## config.mk

```make
export PLATFORM = sky130hd
export DESIGN_NAME = iod_io_register_space_decoder
export DESIGN_NICKNAME = d
export VERILOG_FILES = /design/src/hw/iod_pkg.sv /design/src/hw/iod_io_register_space_decoder.sv
export SDC_FILE = /design/constraint.sdc
export NUM_CORES = 1
export LEC_CHECK = 0
export BUFFER_PORTS_ARGS = -buffer_cell sky130_fd_sc_hd__buf_2
export CORE_MARGIN = 3
export CORE_UTILIZATION = 54
export CTS_CLUSTER_SIZE = 28
export DETAILED_ROUTE_END_ITERATION = 16
export GPL_TIMING_DRIVEN = 0
export PLACE_DENSITY = 0.77
export SLEW_MARGIN = 20
export SYNTH_ARGS = -nofsm -noshare
export SYNTH_HDL_FRONTEND = slang
export SYNTH_SLANG_ARGS = --single-unit
```

## constraint.sdc

```tcl
create_clock -name clk -period 2.2 [get_ports clk]
set_input_delay 0.11 -clock clk [delete_from_list [all_inputs] [get_ports clk]]
set_output_delay 0.11 -clock clk [all_outputs]
set_load 0.005 [all_outputs]
```

## src/hw/iod_pkg.sv

```systemverilog
package iod_pkg;

  // ==========================================================
  // Address spaces
  localparam logic [7:0] PORT_LAST          = 8'h3F;
  localparam logic [7:0] BIT_LAST           = 8'h1F;
  localparam logic [7:0] IO_DATA_OFFSET     = 8'h20;
  localparam int         DATA_IO_BASE       = 32;
  localparam int         DATA_LAST          = 255;
  localparam logic [7:0] RESET_VALUE        = 8'h00;
  localparam logic [7:0] ALL_BITS           = 8'hFF;
  localparam logic [7:0] NO_BITS            = 8'h00;
  localparam logic [7:0] ONE_BIT            = 8'h01;

  // ==========================================================
  // Data-space addresses of the mapped registers
  localparam logic [7:0] PORT_B_PIN_INPUT      = 8'h23;
  localparam logic [7:0] PORT_B_DIRECTION      = 8'h24;
  localparam logic [7:0] PORT_B_OUTPUT         = 8'h25;
  localparam logic [7:0] PORT_C_PIN_INPUT      = 8'h26;
  localparam logic [7:0] PORT_C_DIRECTION      = 8'h27;
  localparam logic [7:0] PORT_C_OUTPUT         = 8'h28;
  localparam logic [7:0] PORT_D_PIN_INPUT      = 8'h29;
  localparam logic [7:0] PORT_D_DIRECTION      = 8'h2A;
  localparam logic [7:0] PORT_D_OUTPUT         = 8'h2B;
  localparam logic [7:0] TIMER0_FLAGS          = 8'h35;
  localparam logic [7:0] TIMER1_FLAGS          = 8'h36;
  localparam logic [7:0] TIMER2_FLAGS          = 8'h37;
  localparam logic [7:0] PIN_CHANGE_FLAGS      = 8'h3B;
  localparam logic [7:0] EXTERNAL_IRQ_FLAGS    = 8'h3C;
  localparam logic [7:0] EXTERNAL_IRQ_MASK     = 8'h3D;
  localparam logic [7:0] NVM_ADDRESS_LOW       = 8'h41;
  localparam logic [7:0] NVM_ADDRESS_HIGH      = 8'h42;
  localparam logic [7:0] TIMER_GENERAL_CONTROL = 8'h43;
  localparam logic [7:0] TIMER0_CONTROL_A      = 8'h44;
  localparam logic [7:0] TIMER0_CONTROL_B      = 8'h45;
  localparam logic [7:0] TIMER0_COUNT          = 8'h46;
  localparam logic [7:0] TIMER0_COMPARE_A      = 8'h47;
  localparam logic [7:0] TIMER0_COMPARE_B      = 8'h48;
  localparam logic [7:0] SCRATCH_REGISTER_ONE  = 8'h4A;
  localparam logic [7:0] SCRATCH_REGISTER_TWO  = 8'h4B;
  localparam logic [7:0] SERIAL_PERIPH_CONTROL = 8'h4C;
  localparam logic [7:0] SERIAL_PERIPH_STATUS  = 8'h4D;
  localparam logic [7:0] SERIAL_PERIPH_DATA    = 8'h4E;
  localparam logic [7:0] COMPARATOR_CTRL_STAT  = 8'h50;
  localparam logic [7:0] SLEEP_MODE_CONTROL    = 8'h53;
  localparam logic [7:0] RESET_CAUSE_STATUS    = 8'h54;
  localparam logic [7:0] CORE_CONTROL          = 8'h55;
  localparam logic [7:0] SELF_PROGRAM_CONTROL  = 8'h57;
  localparam logic [7:0] STACK_POINTER_LOW     = 8'h5D;
  localparam logic [7:0] STACK_POINTER_HIGH    = 8'h5E;
  localparam logic [7:0] CORE_STATUS_FLAGS     = 8'h5F;
  localparam logic [7:0] WATCHDOG_CTRL_STAT    = 8'h60;
  localparam logic [7:0] CLOCK_PRESCALE        = 8'h61;
  localparam logic [7:0] POWER_REDUCTION       = 8'h64;
  localparam logic [7:0] OSCILLATOR_TRIM       = 8'h66;
  localparam logic [7:0] PIN_CHANGE_IRQ_CTRL   = 8'h68;
  localparam logic [7:0] EXT_IRQ_SENSE_CTRL    = 8'h69;
  localparam logic [7:0] PIN_CHANGE_MASK_0     = 8'h6B;
  localparam logic [7:0] PIN_CHANGE_MASK_1     = 8'h6C;
  localparam logic [7:0] PIN_CHANGE_MASK_2     = 8'h6D;
  localparam logic [7:0] TIMER0_IRQ_MASK       = 8'h6E;
  localparam logic [7:0] TIMER1_IRQ_MASK       = 8'h6F;
  localparam logic [7:0] TIMER2_IRQ_MASK       = 8'h70;

  // ==========================================================
  // Access kinds issued by the core
  typedef enum logic [2:0] {
    port_read_op,
    port_write_op,
    data_space_load,
    data_space_write_op,
    bit_set_op,
    bit_clear_op,
    skip_if_bit_set_op,
    skip_if_bit_clear_op
  } iod_kind_type;

endpackage

```

## src/hw/iod_io_register_space_decoder.sv

```systemverilog
`timescale 1ns/1ps
module iod_io_register_space_decoder (
  // Clock and reset
  input  wire logic                clk,
  input  wire logic                reset_n,
  // Core request
  input  wire logic                req_valid,
  input  wire iod_pkg::iod_kind_type req_kind,
  input  wire logic [7:0]          req_addr,
  input  wire logic [2:0]          req_bit,
  input  wire logic [7:0]          req_wdata,
  // Core answer
  output logic                     rsp_valid_q,
  output logic [7:0]               rsp_rdata_q,
  output logic                     rsp_skip_q,
  output logic                     rsp_reject_q,
  // Hardware flag set events
  input  wire logic [7:0]          timer0_flag_set,
  input  wire logic [7:0]          timer1_flag_set,
  input  wire logic [7:0]          timer2_flag_set,
  input  wire logic [7:0]          pin_change_flag_set,
  input  wire logic [7:0]          external_irq_flag_set,
  // Port pins
  input  wire logic [7:0]          port_b_pins,
  input  wire logic [7:0]          port_c_pins,
  input  wire logic [7:0]          port_d_pins,
  output logic [7:0]               port_b_output,
  output logic [7:0]               port_b_direction,
  output logic [7:0]               port_c_output,
  output logic [7:0]               port_c_direction,
  output logic [7:0]               port_d_output,
  output logic [7:0]               port_d_direction
);

  // ==========================================================
  // Implemented bit masks
  // Zero mask makes the location reserved, except the pin inputs and the w1c flag registers: reads zero, writes dropped
  function automatic logic [7:0] rw_mask(input logic [7:0] a);
    case (a)
      iod_pkg::PORT_B_DIRECTION,
      iod_pkg::PORT_B_OUTPUT,
      iod_pkg::PORT_D_DIRECTION,
      iod_pkg::PORT_D_OUTPUT,
      iod_pkg::NVM_ADDRESS_LOW,
      iod_pkg::NVM_ADDRESS_HIGH,
      iod_pkg::TIMER0_COUNT,
      iod_pkg::TIMER0_COMPARE_A,
      iod_pkg::TIMER0_COMPARE_B,
      iod_pkg::SCRATCH_REGISTER_ONE,
      iod_pkg::SCRATCH_REGISTER_TWO,
      iod_pkg::SERIAL_PERIPH_CONTROL,
      iod_pkg::SERIAL_PERIPH_DATA,
      iod_pkg::COMPARATOR_CTRL_STAT,
      iod_pkg::STACK_POINTER_LOW,
      iod_pkg::CORE_STATUS_FLAGS,
      iod_pkg::WATCHDOG_CTRL_STAT,
      iod_pkg::OSCILLATOR_TRIM,
      iod_pkg::PIN_CHANGE_MASK_0,
      iod_pkg::PIN_CHANGE_MASK_1,
      iod_pkg::PIN_CHANGE_MASK_2:  rw_mask = 8'hFF;
      iod_pkg::PORT_C_DIRECTION,
      iod_pkg::PORT_C_OUTPUT:      rw_mask = 8'h7F;
      iod_pkg::EXTERNAL_IRQ_MASK:  rw_mask = 8'h03;
      iod_pkg::TIMER_GENERAL_CONTROL: rw_mask = 8'h83;
      iod_pkg::TIMER0_CONTROL_A:   rw_mask = 8'hF3;
      iod_pkg::TIMER0_CONTROL_B:   rw_mask = 8'hCF;
      iod_pkg::SERIAL_PERIPH_STATUS: rw_mask = 8'h01;
      iod_pkg::SLEEP_MODE_CONTROL,
      iod_pkg::RESET_CAUSE_STATUS,
      iod_pkg::EXT_IRQ_SENSE_CTRL: rw_mask = 8'h0F;
      iod_pkg::CORE_CONTROL:       rw_mask = 8'h73;
      iod_pkg::SELF_PROGRAM_CONTROL: rw_mask = 8'hDF;
      iod_pkg::STACK_POINTER_HIGH,
      iod_pkg::PIN_CHANGE_IRQ_CTRL,
      iod_pkg::TIMER0_IRQ_MASK,
      iod_pkg::TIMER2_IRQ_MASK:    rw_mask = 8'h07;
      iod_pkg::TIMER1_IRQ_MASK:    rw_mask = 8'h27;
      iod_pkg::CLOCK_PRESCALE:     rw_mask = 8'h8F;
      iod_pkg::POWER_REDUCTION:    rw_mask = 8'hEF;
      default:                     rw_mask = iod_pkg::NO_BITS;
    endcase
  endfunction

  function automatic logic [7:0] w1c_mask(input logic [7:0] a);
    case (a)
      iod_pkg::TIMER0_FLAGS,
      iod_pkg::TIMER2_FLAGS,
      iod_pkg::PIN_CHANGE_FLAGS:   w1c_mask = 8'h07;
      iod_pkg::TIMER1_FLAGS:       w1c_mask = 8'h27;
      iod_pkg::EXTERNAL_IRQ_FLAGS: w1c_mask = 8'h03;
      default:                     w1c_mask = iod_pkg::NO_BITS;
    endcase
  endfunction

  // ==========================================================
  // Pin synchronisers
  logic [7:0] pb_meta_q;
  logic [7:0] pc_meta_q;
  logic [7:0] pd_meta_q;
  logic [7:0] pb_sync_q;
  logic [7:0] pc_sync_q;
  logic [7:0] pd_sync_q;

  always_ff @(posedge clk or negedge reset_n) begin
    if (!reset_n) begin
      pb_meta_q <= iod_pkg::RESET_VALUE;
      pc_meta_q <= iod_pkg::RESET_VALUE;
      pd_meta_q <= iod_pkg::RESET_VALUE;
      pb_sync_q <= iod_pkg::RESET_VALUE;
      pc_sync_q <= iod_pkg::RESET_VALUE;
      pd_sync_q <= iod_pkg::RESET_VALUE;
    end else begin
      pb_meta_q <= port_b_pins;
      pc_meta_q <= port_c_pins;
      pd_meta_q <= port_d_pins;
      pb_sync_q <= pb_meta_q;
      pc_sync_q <= pc_meta_q;
      pd_sync_q <= pd_meta_q;
    end
  end

  // ==========================================================
  // Request decode
  logic       is_port;
  logic       is_bit;
  logic       is_skip;
  logic       accept;
  logic       write_en;
  logic [7:0] dec_addr;
  logic [7:0] wr_en_bits;
  logic [7:0] wr_val_bits;

  always_comb begin
    is_port = (req_kind == iod_pkg::port_read_op) || (req_kind == iod_pkg::port_write_op);
    is_skip = (req_kind == iod_pkg::skip_if_bit_set_op)
           || (req_kind == iod_pkg::skip_if_bit_clear_op);
    is_bit  = is_skip || (req_kind == iod_pkg::bit_set_op)
           || (req_kind == iod_pkg::bit_clear_op);
    if (is_port) begin
      accept = req_addr <= iod_pkg::PORT_LAST;
    end else if (is_bit) begin
      accept = req_addr <= iod_pkg::BIT_LAST;
    end else begin
      accept = req_addr >= iod_pkg::IO_DATA_OFFSET;
    end
    // Port and bit spaces sit one offset below the data space
    dec_addr = (is_port || is_bit) ? 8'(req_addr + iod_pkg::IO_DATA_OFFSET) : req_addr;
    write_en = req_valid && accept
            && ((req_kind == iod_pkg::port_write_op)
             || (req_kind == iod_pkg::data_space_write_op)
             || (req_kind == iod_pkg::bit_set_op)
             || (req_kind == iod_pkg::bit_clear_op));
    if (is_bit) begin
      wr_en_bits = 8'(iod_pkg::ONE_BIT << req_bit);
    end else begin
      wr_en_bits = iod_pkg::ALL_BITS;
    end
    if (req_kind == iod_pkg::bit_set_op) begin
      wr_val_bits = iod_pkg::ALL_BITS;
    end else if (req_kind == iod_pkg::bit_clear_op) begin
      wr_val_bits = iod_pkg::NO_BITS;
    end else begin
      wr_val_bits = req_wdata;
    end
  end

  // ==========================================================
  // Register storage, one entry per data address
  logic [7:0] regs_q [iod_pkg::DATA_IO_BASE:iod_pkg::DATA_LAST];

  for (genvar a = iod_pkg::DATA_IO_BASE; a <= iod_pkg::DATA_LAST; a++) begin : g_reg
    localparam logic [7:0] ADDR = 8'(a);
    localparam logic [7:0] RW   = rw_mask(ADDR);
    localparam logic [7:0] W1C  = w1c_mask(ADDR);
    logic [7:0] hw_set;
    logic [7:0] upd;
    logic [7:0] clr;

    always_comb begin
      case (ADDR)
        iod_pkg::TIMER0_FLAGS:       hw_set = timer0_flag_set;
        iod_pkg::TIMER1_FLAGS:       hw_set = timer1_flag_set;
        iod_pkg::TIMER2_FLAGS:       hw_set = timer2_flag_set;
        iod_pkg::PIN_CHANGE_FLAGS:   hw_set = pin_change_flag_set;
        iod_pkg::EXTERNAL_IRQ_FLAGS: hw_set = external_irq_flag_set;
        default:                     hw_set = iod_pkg::NO_BITS;
      endcase
      upd = (write_en && dec_addr == ADDR) ? (wr_en_bits & RW) : iod_pkg::NO_BITS;
      clr = (write_en && dec_addr == ADDR) ? (wr_en_bits & wr_val_bits & W1C)
                                           : iod_pkg::NO_BITS;
    end

    // Hardware set wins over a clear in the same cycle
    always_ff @(posedge clk or negedge reset_n) begin
      if (!reset_n) begin
        regs_q[a] <= iod_pkg::RESET_VALUE;
      end else begin
        regs_q[a] <= ((((regs_q[a] & ~upd) | (wr_val_bits & upd)) & ~clr)
                     | (hw_set & W1C)) & (RW | W1C);
      end
    end
  end

  // ==========================================================
  // Read path
  logic [7:0] cur_val;
  logic       cur_bit;

  always_comb begin
    if (!accept) begin
      cur_val = iod_pkg::NO_BITS;
    end else begin
      case (dec_addr)
        iod_pkg::PORT_B_PIN_INPUT: cur_val = pb_sync_q;
        iod_pkg::PORT_C_PIN_INPUT: cur_val = pc_sync_q & rw_mask(iod_pkg::PORT_C_OUTPUT);
        iod_pkg::PORT_D_PIN_INPUT: cur_val = pd_sync_q;
        default:                   cur_val = regs_q[dec_addr];
      endcase
    end
    cur_bit = cur_val[req_bit];
  end

  // ==========================================================
  // Answer
  always_ff @(posedge clk or negedge reset_n) begin
    if (!reset_n) begin
      rsp_valid_q  <= 1'b0;
      rsp_rdata_q  <= iod_pkg::RESET_VALUE;
      rsp_skip_q   <= 1'b0;
      rsp_reject_q <= 1'b0;
    end else begin
      rsp_valid_q  <= req_valid;
      rsp_reject_q <= req_valid && !accept;
      rsp_rdata_q  <= req_valid ? cur_val : iod_pkg::RESET_VALUE;
      // Skip when the tested bit matches the polarity asked for
      rsp_skip_q   <= req_valid && accept && is_skip
                   && (cur_bit == (req_kind == iod_pkg::skip_if_bit_set_op));
    end
  end

  assign port_b_output    = regs_q[iod_pkg::PORT_B_OUTPUT];
  assign port_b_direction = regs_q[iod_pkg::PORT_B_DIRECTION];
  assign port_c_output    = regs_q[iod_pkg::PORT_C_OUTPUT];
  assign port_c_direction = regs_q[iod_pkg::PORT_C_DIRECTION];
  assign port_d_output    = regs_q[iod_pkg::PORT_D_OUTPUT];
  assign port_d_direction = regs_q[iod_pkg::PORT_D_DIRECTION];

  // ==========================================================
  // Assertions
  property p_bit_range;
    @(posedge clk) disable iff (!reset_n)
      req_valid && is_bit && req_addr > iod_pkg::BIT_LAST |=> rsp_reject_q && !rsp_skip_q;
  endproperty
  a_bit_range: assert property (p_bit_range) else $error("bit op above low range accepted");

  property p_skip;
    @(posedge clk) disable iff (!reset_n)
      req_valid && is_skip
      && req_addr == 8'(iod_pkg::TIMER0_FLAGS - iod_pkg::IO_DATA_OFFSET)
      |=> rsp_skip_q == ($past(regs_q[iod_pkg::TIMER0_FLAGS][req_bit])
                         == $past(req_kind == iod_pkg::skip_if_bit_set_op));
  endproperty
  a_skip: assert property (p_skip) else $error("skip result wrong");

  property p_w1c;
    @(posedge clk) disable iff (!reset_n)
      req_valid && req_kind == iod_pkg::data_space_write_op
      && req_addr == iod_pkg::TIMER0_FLAGS && timer0_flag_set == iod_pkg::NO_BITS
      |=> regs_q[iod_pkg::TIMER0_FLAGS]
          == ($past(regs_q[iod_pkg::TIMER0_FLAGS]) & ~$past(req_wdata));
  endproperty
  a_w1c: assert property (p_w1c) else $error("flag write-one-to-clear wrong");

  property p_bit_only;
    @(posedge clk) disable iff (!reset_n)
      req_valid && (req_kind == iod_pkg::bit_set_op || req_kind == iod_pkg::bit_clear_op)
      && dec_addr == iod_pkg::TIMER1_FLAGS && timer1_flag_set == iod_pkg::NO_BITS
      |=> (regs_q[iod_pkg::TIMER1_FLAGS] & ~$past(wr_en_bits))
          == ($past(regs_q[iod_pkg::TIMER1_FLAGS]) & ~$past(wr_en_bits));
  endproperty
  a_bit_only: assert property (p_bit_only) else $error("bit op touched other flags");

  property p_port_range;
    @(posedge clk) disable iff (!reset_n)
      req_valid && is_port |=> rsp_reject_q == ($past(req_addr) > iod_pkg::PORT_LAST);
  endproperty
  a_port_range: assert property (p_port_range) else $error("port range decode wrong");

  property p_offset;
    @(posedge clk) disable iff (!reset_n)
      req_valid && req_kind == iod_pkg::port_write_op
      && req_addr == 8'(iod_pkg::PORT_B_DIRECTION - iod_pkg::IO_DATA_OFFSET)
      |=> port_b_direction == $past(req_wdata) && rsp_valid_q && !rsp_reject_q;
  endproperty
  a_offset: assert property (p_offset) else $error("port to data offset wrong");

  property p_extended;
    @(posedge clk) disable iff (!reset_n)
      req_valid && req_kind == iod_pkg::data_space_write_op
      && req_addr == iod_pkg::WATCHDOG_CTRL_STAT
      |=> regs_q[iod_pkg::WATCHDOG_CTRL_STAT] == $past(req_wdata) && !rsp_reject_q;
  endproperty
  a_extended: assert property (p_extended) else $error("extended store lost");

  property p_reserved;
    @(posedge clk) disable iff (!reset_n)
      req_valid && req_kind == iod_pkg::data_space_load && rw_mask(req_addr) == 8'h00
      && w1c_mask(req_addr) == 8'h00 && req_addr != iod_pkg::PORT_B_PIN_INPUT
      && req_addr != iod_pkg::PORT_C_PIN_INPUT && req_addr != iod_pkg::PORT_D_PIN_INPUT
      && req_addr >= iod_pkg::IO_DATA_OFFSET
      |=> rsp_rdata_q == 8'h00 && !rsp_reject_q;
  endproperty
  a_reserved: assert property (p_reserved) else $error("reserved location not zero");

endmodule

```

==> results of run 1 <==
cells in the mapped netlist, types with 22 or more instances:
master and instances:
dfrtp_1 324, nand2_1 212, o21ai_0 127, mux2_2 110, a21oi_1 87, buf_4 59, nor2_1 57, clkbuf_1 56
a31oi_1 48, mux2i_1 41, nand3_1 41, buf_2 37, a221oi_1 22
path summary, 6_finish.rpt:
check,startpoint,to,slack (ns),cells after the start
setup / recovery,req_addr[2],rsp_skip_q,-0.58,11
hold / removal,req_kind[0],rsp_skip_q,0.005,3
setup reg to reg,flop,rsp_skip_q,-0.50,8
hold reg to reg,pb_meta_q[3],pb_sync_q[3],0.34,0
max in group asynchronous,reset_n,pd_sync_q[4],1.27,3
min in group asynchronous,reset_n,regs_q[1616],0.08,2
per-layer routing:
layer,vias up,routed length [um],GRT usage [%]
li1,5871,-,-
met4,0,4610,25.0
met1,7071,23800,52.8
met3,267,7340,11.1
met2,1007,28200,60.4
met5,-,0,0
area by class of cell:
class                   count  area (um2)
fillers                  2309        9620
flip-flops and latches    324        8110
multi-input cells        1017        7020
repair buffers            174        1210
clock buffers              54        1080
plain buffers             166        1070
well taps                 384         480
clock inverters             8         146
inverters                  10        37.5
diodes                      1        2.50
critical path: cells and delay by family:
| family | cells | cell delay [ns] |
|---|---|---|
| and+or+nand+nor | 3 | 0.75 |
| AOI/OAI and AO/OA | 5 | 1.50 |
| buffers and inverters | 3 | 0.83 |
kinds of logic (layout without fill, tap and decap cells):
group / after synthesis / count (layout)
flops: 324 / 324
fa+ha+maj: 1 / 1
other cells: 1 / 3
mux: 175 / 175
simple gates: 414 / 414
buf+inv: 177 / 412
xor+xnor: 4 / 4
compound gates: 421 / 421
timing repair:
item,4_1_cts,5_1_grt
resized for setup,69,53
hold endpoints to repair,367,0
setup endpoints to repair,184,152
pin swaps,8,7
setup buffers,13,0
hold buffers,41,0
power by group:
| part | internal [mW] | switching, mW | leakage [nW] |
|---|---|---|---|
| clock network | 3.85 | 2.50 | 0.599 |
| logic | 0.445 | 1.17 | 3.92 |
| registers | 6.06 | 0.0524 | 4.33 |
==> impl_metrics.env, run 1 <==
export IMPL_status="complete, but fails checks"
export IMPL_violations="negative setup slack"
export IMPL_finalPower_mw=14.1
export IMPL_num_io_pins=148
export IMPL_wl_um=63900
export IMPL_synth_top_family_by_area="compound AO/OA/AOI/OAI gates"
export IMPL_ys_types=86
export IMPL_endpoint_kind="flop"
export IMPL_crit_path_start_kind="primary input"
export IMPL_crit_fanout=10
export IMPL_clock_latency_ns=0.52
export IMPL_area_growth_pct=21.1
export IMPL_synth_main_ff_cell="dfrtp_1"
export IMPL_rsz0062_at_grt="true"
export IMPL_dp_slack_ns=-1.59
export IMPL_avgRoutedWirePerCell_um=29.9
export IMPL_ir_drop_uv=840
export IMPL_synth_seq_cells=324
export IMPL_layout_drive_gt1_share_pct=28.6
export IMPL_final_common_cell="dfrtp_1"
export IMPL_via_per_inst=6.65
export IMPL_synthesis_instances=1517
export IMPL_muxShareOfSynthArea_pct=12.5
export IMPL_fin_setup_tns_ns=-1.22
export IMPL_ys_seq_area_share_pct=51.3
export IMPL_synth_compound_area_share_pct=17.2
export IMPL_synth_xor_area_share_pct=0.221
export IMPL_place_congestion=1.02
export IMPL_cts_htree_levels=2
export IMPL_cts_buffers=35
export IMPL_setup_violations_final=13
export IMPL_finalHoldViolations=0
export IMPL_slew_viol_final=0
export IMPL_ctsLongestPathBuffers=3
export IMPL_cts_tree="yes"
export IMPL_synth_edf_count=0
export IMPL_synth_fa_ha_area_share_pct=0.0791
export IMPL_synth_top_area_share_pct=51.3
export IMPL_die_area_mm2=0.0314
export IMPL_grt_pass1_vias=14000
export IMPL_hpwl_um=43500
export IMPL_core_mm2=0.0288
export IMPL_dpl_cell_count=2022
export IMPL_synth_top_cell_by_area="dfrtp_1"
export IMPL_grt_max_degree=103
export IMPL_first_pass_iters=6
export IMPL_final_cell_mix="dfrtp_1, nand2_1, buf_2"
export IMPL_grt_overflow_total=0
export IMPL_crit_slowest_cell="nand2_1"
export IMPL_p_per_area_mw_per_mm2=735
export IMPL_utilization_pct=66.6
export IMPL_first_iter_violations=2109
export IMPL_avgSynthCellArea_um2=10.4
export IMPL_fin_area_mm2=0.0192
export IMPL_synthArstFlopShare_pct=100
export IMPL_track_usage_pct=40.6
export IMPL_crit_type="in -> reg"
export IMPL_finalHoldWorstSlack_ns=0.00497
export IMPL_fin_ws_ns=-0.585
export IMPL_drc_errors=0
export IMPL_fp_dieH_um=177
export IMPL_path_clk_slew_ns=0.06
export IMPL_hold_class="in -> reg"
export IMPL_layout_cells_non_filler=2138
export IMPL_final_min_clock_period_ns=2.78
export IMPL_leakagePower_nw=8.85
export IMPL_initial_core_util_pct=55.0
export IMPL_finClkSkew_ns=0.0114
export IMPL_dpl_cell_area_mm2=0.0170
export IMPL_maxCapViolCount=0
export IMPL_fin_crit_sh_pct=127
export IMPL_fp_row_count=62
export IMPL_crit_path_frequent_cell="buf_2"
export IMPL_synth_simple_gate_area_share_pct=12.3
export IMPL_antenna_found_initial=0
export IMPL_clock_fmax_mhz=359
export IMPL_vias=14200
export IMPL_cpPeakStageDelay_ns=0.42
export IMPL_crit_required_ns=2.62
export IMPL_cts_sinks=324
export IMPL_cts_root_buffer="clkbuf_16"
export IMPL_synthTopCellsByArea="dfrtp_1, mux2_2, nand2_1"
export IMPL_worst_slew_pin_slew_ns=1.11
export IMPL_arrival_ns=3.21
export IMPL_ant_nets=0
export IMPL_fin_nets=1818
export IMPL_die_width_um=177
export IMPL_portBuffers=116
export IMPL_yosys_warnings=0
export IMPL_grt_first_pass_wirelength_um=92300
export IMPL_slew_headroom_pct=25.7
export IMPL_syn_cell_area_mm2=0.0158
export IMPL_crit_chain="buf_2, buf_2, buf_4, nand2_1, o21ai_0, a31oi_1, o31ai_2, a41oi_1, a2111oi_4, nor3_2, nor4b_2"
No activity file was read; power rests on OpenSTA's default activity.
==> run 2, diff against run 1 <==
--- a/config.mk
+++ b/config.mk
@@ -7,11 +7,12 @@
 export LEC_CHECK = 0
 export BUFFER_PORTS_ARGS = -buffer_cell sky130_fd_sc_hd__buf_2
 export CORE_MARGIN = 3
-export CORE_UTILIZATION = 54
+export CORE_UTILIZATION = 60
 export CTS_CLUSTER_SIZE = 28
 export DETAILED_ROUTE_END_ITERATION = 16
 export GPL_TIMING_DRIVEN = 0
-export PLACE_DENSITY = 0.77
+export PLACE_DENSITY = 0.81
+export SKIP_LAST_GASP = 1
 export SLEW_MARGIN = 20
 export SYNTH_ARGS = -nofsm -noshare
 export SYNTH_HDL_FRONTEND = slang
==> constraint.sdc (replaced) <==
create_clock -name clk -period 2.7 [get_ports clk]
set_input_delay 0.135 -clock clk [delete_from_list [all_inputs] [get_ports clk]]
set_output_delay 0.135 -clock clk [all_outputs]
set_load 0.005 [all_outputs]
==> impl_metrics.env, run 2 (synthesis gave the netlist of run 1 again) <==
export IMPL_status="complete, but fails checks"
export IMPL_violations="negative setup slack"
export IMPL_track_usage_pct=44.5
export IMPL_finalHoldWorstSlack_ns=0.0173
export IMPL_slew_headroom_pct=18.7
export IMPL_grt_overflow_total=0
export IMPL_endpoint_kind="flop"
export IMPL_final_cell_mix="dfrtp_1, nand2_1, buf_2"
export IMPL_fp_dieH_um=168
export IMPL_final_common_cell="dfrtp_1"
export IMPL_ir_drop_uv=827
export IMPL_core_mm2=0.0255
export IMPL_die_width_um=168
export IMPL_fillers=1784
export IMPL_grt_max_degree=101
export IMPL_avgRoutedWirePerCell_um=30.8
export IMPL_leakagePower_nw=8.63
export IMPL_maxCapViolCount=0
export IMPL_cts_buffers=35
export IMPL_fin_nets=1807
export IMPL_ant_nets=0
export IMPL_num_io_pins=148
export IMPL_cts_sinks=324
export IMPL_rsz0062_at_grt="true"
export IMPL_crit_path_start_kind="primary input"
export IMPL_hpwl_um=43300
export IMPL_multi_input_area_mm2=0.00679
export IMPL_initial_core_util_pct=61.9
export IMPL_hold_class="in -> reg"
export IMPL_dpl_cell_area_mm2=0.0169
export IMPL_r2r_end="rsp_skip_q"
export IMPL_finalPower_mw=11.3
export IMPL_setup_violations_final=7
export IMPL_via_per_inst=6.89
export IMPL_arrival_ns=3.35
export IMPL_fin_area_mm2=0.0186
export IMPL_hold_path_depth=3
export IMPL_first_pass_iters=6
export IMPL_crit_required_ns=3.14
export IMPL_cts_htree_levels=2
export IMPL_area_growth_pct=17.7
export IMPL_crit_type="in -> reg"
export IMPL_fin_ws_ns=-0.213
export IMPL_p_per_area_mw_per_mm2=609
export IMPL_crit_path_start="req_addr[1]"
export IMPL_seqCellArea_mm2=0.00811
export IMPL_die_area_mm2=0.0283
export IMPL_vias=14300
export IMPL_slew_viol_final=0
export IMPL_fin_setup_tns_ns=-0.331
export IMPL_cts_tree="yes"
export IMPL_wl_um=63800
export IMPL_drc_errors=0
export IMPL_grt_first_pass_wirelength_um=92600
export IMPL_r2r_slack_ns=-0.16
export IMPL_worst_slew_pin_slew_ns=1.22
export IMPL_fin_crit_sh_pct=108
export IMPL_clock_latency_ns=0.53
export IMPL_place_congestion=1.04
export IMPL_final_min_clock_period_ns=2.91
export IMPL_cts_root_buffer="clkbuf_16"
export IMPL_crit_fanout=10
export IMPL_ctsLongestPathBuffers=3
export IMPL_antennaDiodeCount=0
export IMPL_finalHoldViolations=0
export IMPL_first_iter_violations=2009
export IMPL_min_from="req_wdata[6]"
export IMPL_layout_drive_gt1_share_pct=25.9
export IMPL_path_clk_slew_ns=0.07
export IMPL_clock_fmax_mhz=343
export IMPL_grt_pass1_vias=14300
export IMPL_utilization_pct=72.9
export IMPL_portBuffers=116
export IMPL_fp_row_count=58
export IMPL_rr_worst_depth=8
export IMPL_finClkSkew_ns=0.0159
export IMPL_antenna_found_initial=0
run 2: cell type report:
type | count | area share, %
Multi-Input combinational cell | 1017 | 36.5
Buffer | 166 | 5.35
Tap cell | 330 | 2.22
Clock inverter | 14 | 1.16
Inverter | 10 | 0.202
Timing Repair Buffer | 163 | 5.94
Clock buffer | 46 | 5.14
Sequential cell | 324 | 43.5
run 2: how the worst max path moves through the flow:
stage / cells past startpoint / slack [ns] / endpoint
2_1_floorplan: 11 / 0.43 / rsp_skip_q
3_3_place_gp: 1 / -4.46 / pc_meta_q[0]
3_5_place_dp: 12 / -1.03 / rsp_skip_q
4_1_cts: 8 / -0.12 / rsp_skip_q
5_1_grt: 14 / -0.20 / rsp_skip_q
6_report: 13 / -0.21 / rsp_skip_q
run 2: stage by stage:
stage          cells  worst slack (ns)
6_report        2070            -0.213
5_1_grt         2070            -0.204
4_1_cts         2069            -0.117
3_5_place_dp    1969             -1.03
3_3_place_gp    1964             -4.46
2_1_floorplan   1518             0.433
run 2: where the power goes:
part / total (mW) / internal [mW] / switching [mW]
logic: 1.27 / 0.348 / 0.923
registers: 4.98 / 4.94 / 0.0427
clock network: 5.09 / 2.99 / 2.10
total: 11.3 / 8.28 / 3.07
run 2: worst max-delay path: stages:
cell	delay, ns
buf_2	0.11
buf_6	0.21
and2_1	0.19
buf_2	0.33
buf_2	0.46
a221oi_1	0.18
nor3_2	0.33
o211ai_1	0.22
o21ai_1	0.31
a32oi_1	0.10
a311oi_1	0.40
nor3_1	0.11
nor4b_2	0.26
run 2: layer usage:
layer	wire length (um)	up-vias	global-route usage (%)
li1	-	5831	-
met1	23200	6973	57.1
met2	27600	1163	66.3
met3	8120	295	13.8
met4	4930	0	27.8
met5	0	-	0
run 2: what timing repair did:
action | CTS | global route
gates resized for setup | 19 | 11
endpoints found under the hold margin | 96 | 0
pin swaps | 2 | 3
hold buffers | 41 | 0
setup endpoints to repair | 17 | 30
setup buffers | 0 | 1
==> run 3, diff against run 2 <==
--- a/config.mk
+++ b/config.mk
@@ -10,7 +10,7 @@
 export CORE_UTILIZATION = 60
 export CTS_CLUSTER_SIZE = 28
 export DETAILED_ROUTE_END_ITERATION = 16
-export GPL_TIMING_DRIVEN = 0
+export GPL_TIMING_DRIVEN = 1
 export PLACE_DENSITY = 0.81
 export SKIP_LAST_GASP = 1
 export SLEW_MARGIN = 20
==> impl_metrics.env, run 3 (synthesis gave the netlist of run 1 again) <==
export IMPL_fin_nets=1835
export IMPL_final_common_cell="dfrtp_1"
export IMPL_r2r_slack_ns=0.02
export IMPL_rsz0062_at_grt="true"
export IMPL_final_cell_mix="dfrtp_1, nand2_1, buf_4"
export IMPL_wl_um=53000
export IMPL_clkPwrFrac_pct=44.1
export IMPL_leakagePower_nw=9.00
export IMPL_cts_setup_buffers=0
export IMPL_maxCapViolCount=0
export IMPL_rr_worst_depth=8
export IMPL_finalHoldWorstSlack_ns=0.0478
export IMPL_fin_crit_sh_pct=99.1
export IMPL_cts_buffers=36
export IMPL_finClkSkew_ns=0.0172
export IMPL_cts_tree="yes"
export IMPL_layout_drive_gt1_share_pct=30.4
export IMPL_cts_root_buffer="clkbuf_16"
export IMPL_avgRoutedWirePerCell_um=25.2
export IMPL_whs_endpoint="rsp_skip_q"
export IMPL_hpwl_um=37600
export IMPL_min_from="req_kind[1]"
export IMPL_seqPwrFrac_pct=44.6
export IMPL_crit_path_start_kind="flop"
export IMPL_fin_ws_ns=0.0250
export IMPL_crit_required_ns=3.11
export IMPL_place_congestion=1.11
export IMPL_p_comb_share_pct=11.3
export IMPL_p_per_area_mw_per_mm2=580
export IMPL_r2r_end="rsp_skip_q"
export IMPL_slew_headroom_pct=23.5
export IMPL_finalHoldViolations=0
export IMPL_arrival_ns=3.08
export IMPL_worst_slew_pin_slew_ns=1.14
export IMPL_clock_latency_ns=0.52
export IMPL_grt_overflow_total=0
export IMPL_first_pass_iters=6
export IMPL_endpoint_kind="flop"
export IMPL_fin_area_mm2=0.0192
export IMPL_ant_nets=0
export IMPL_area_growth_pct=21.6
export IMPL_portBuffers=119
export IMPL_initial_core_util_pct=61.9
export IMPL_cts_htree_levels=2
export IMPL_crit_fanout=2
export IMPL_die_width_um=168
export IMPL_num_io_pins=148
export IMPL_dp_slack_ns=-0.243
export IMPL_drc_errors=0
export IMPL_p_int_mw=8.30
export IMPL_ctsLongestPathBuffers=3
export IMPL_finalPower_mw=11.2
export IMPL_grt_first_pass_wirelength_um=80800
export IMPL_fp_dieH_um=168
export IMPL_grt_pass1_vias=13700
export IMPL_switching_power_mw=2.87
export IMPL_crit_type="reg -> reg"
export IMPL_slew_viol_final=0
export IMPL_ir_drop_uv=682
export IMPL_track_usage_pct=37.1
export IMPL_clock_fmax_mhz=374
export IMPL_antenna_found_initial=1
export IMPL_vias=13600
export IMPL_setup_violations_final=0
export IMPL_p_sw_share_pct=25.7
export IMPL_core_mm2=0.0255
export IMPL_via_per_inst=6.48
export IMPL_path_clk_slew_ns=0.06
export IMPL_die_area_mm2=0.0283
export IMPL_final_min_clock_period_ns=2.68
export IMPL_hold_class="in -> reg"
export IMPL_grt_max_degree=81
export IMPL_first_iter_violations=1667
export IMPL_cts_sinks=324
export IMPL_dpl_cell_area_mm2=0.0176
export IMPL_fp_row_count=58
export IMPL_status="finished clean"
export IMPL_fin_setup_tns_ns=0
export IMPL_hold_path_depth=4
==> run 3: area by class of cell <==
type,count,area [um2]
Inverter,10,37.5
Tap cell,330,413
Multi-Input combinational cell,1017,6770
Antenna cell,1,2.50
Fill cell,1741,6310
Sequential cell,324,8110
Timing Repair Buffer,356,2700
Clock inverter,15,131
Clock buffer,49,1070
==> run 3: worst max-delay path by stage <==
| stage | startpoint | end | slack, ns |
|---|---|---|---|
| 4_1_cts | flop | rsp_skip_q | 0.08 |
| 5_1_grt | flop | rsp_skip_q | -0.01 |
| 2_1_floorplan | req_addr[5] | rsp_skip_q | 0.43 |
| 6_report | flop | rsp_skip_q | 0.02 |
| 3_3_place_gp | req_addr[0] | rsp_skip_q | -0.19 |
| 3_5_place_dp | req_addr[0] | rsp_skip_q | -0.24 |
==> run 3: routing by layer <==
layer	up-vias	GRT usage [%]	routed length (um)
met2	792	58.0	24200
met1	6725	50.4	20900
met5	-	0	0
li1	5904	-	-
met4	0	16.8	2660
met3	198	7.80	5280
==> run 3: repair_timing <==
action | 4_1_cts | 5_1_grt
resized for setup | 0 | 3
endpoints found under the setup margin | 0 | 1
endpoints found under the hold margin | 102 | 0
hold buffers | 40 | 0
==> run 3: power groups by stage <==
stage | clock network [mW] | registers [mW] | logic, mW
after floorplan | 0 | 5.05 | 0.544
after global placement | 0 | 5.06 | 1.16
after detailed placement | 0 | 5.06 | 1.17
after CTS | 4.93 | 4.98 | 1.22
after global routing | 5.16 | 4.98 | 1.32
final | 4.92 | 4.98 | 1.26
==> run 3: metrics by stage <==
stage,instances,utilization [%]
finish,2102,75.3
global route,2102,75.3
detailed placement,1997,69.0
global placement,1997,69.0
floorplan,1518,-
CTS,2101,75.2
==> run 3: critical path, stage by stage (launching register included) <==
cell and delay [ns]:
dfrtp_1 0.39, mux4_2 0.53, mux4_2 0.51, o211ai_1 0.31, o31ai_2 0.15, a32oi_1 0.22
a311oi_1 0.13, nor3_1 0.24, nor4b_2 0.08
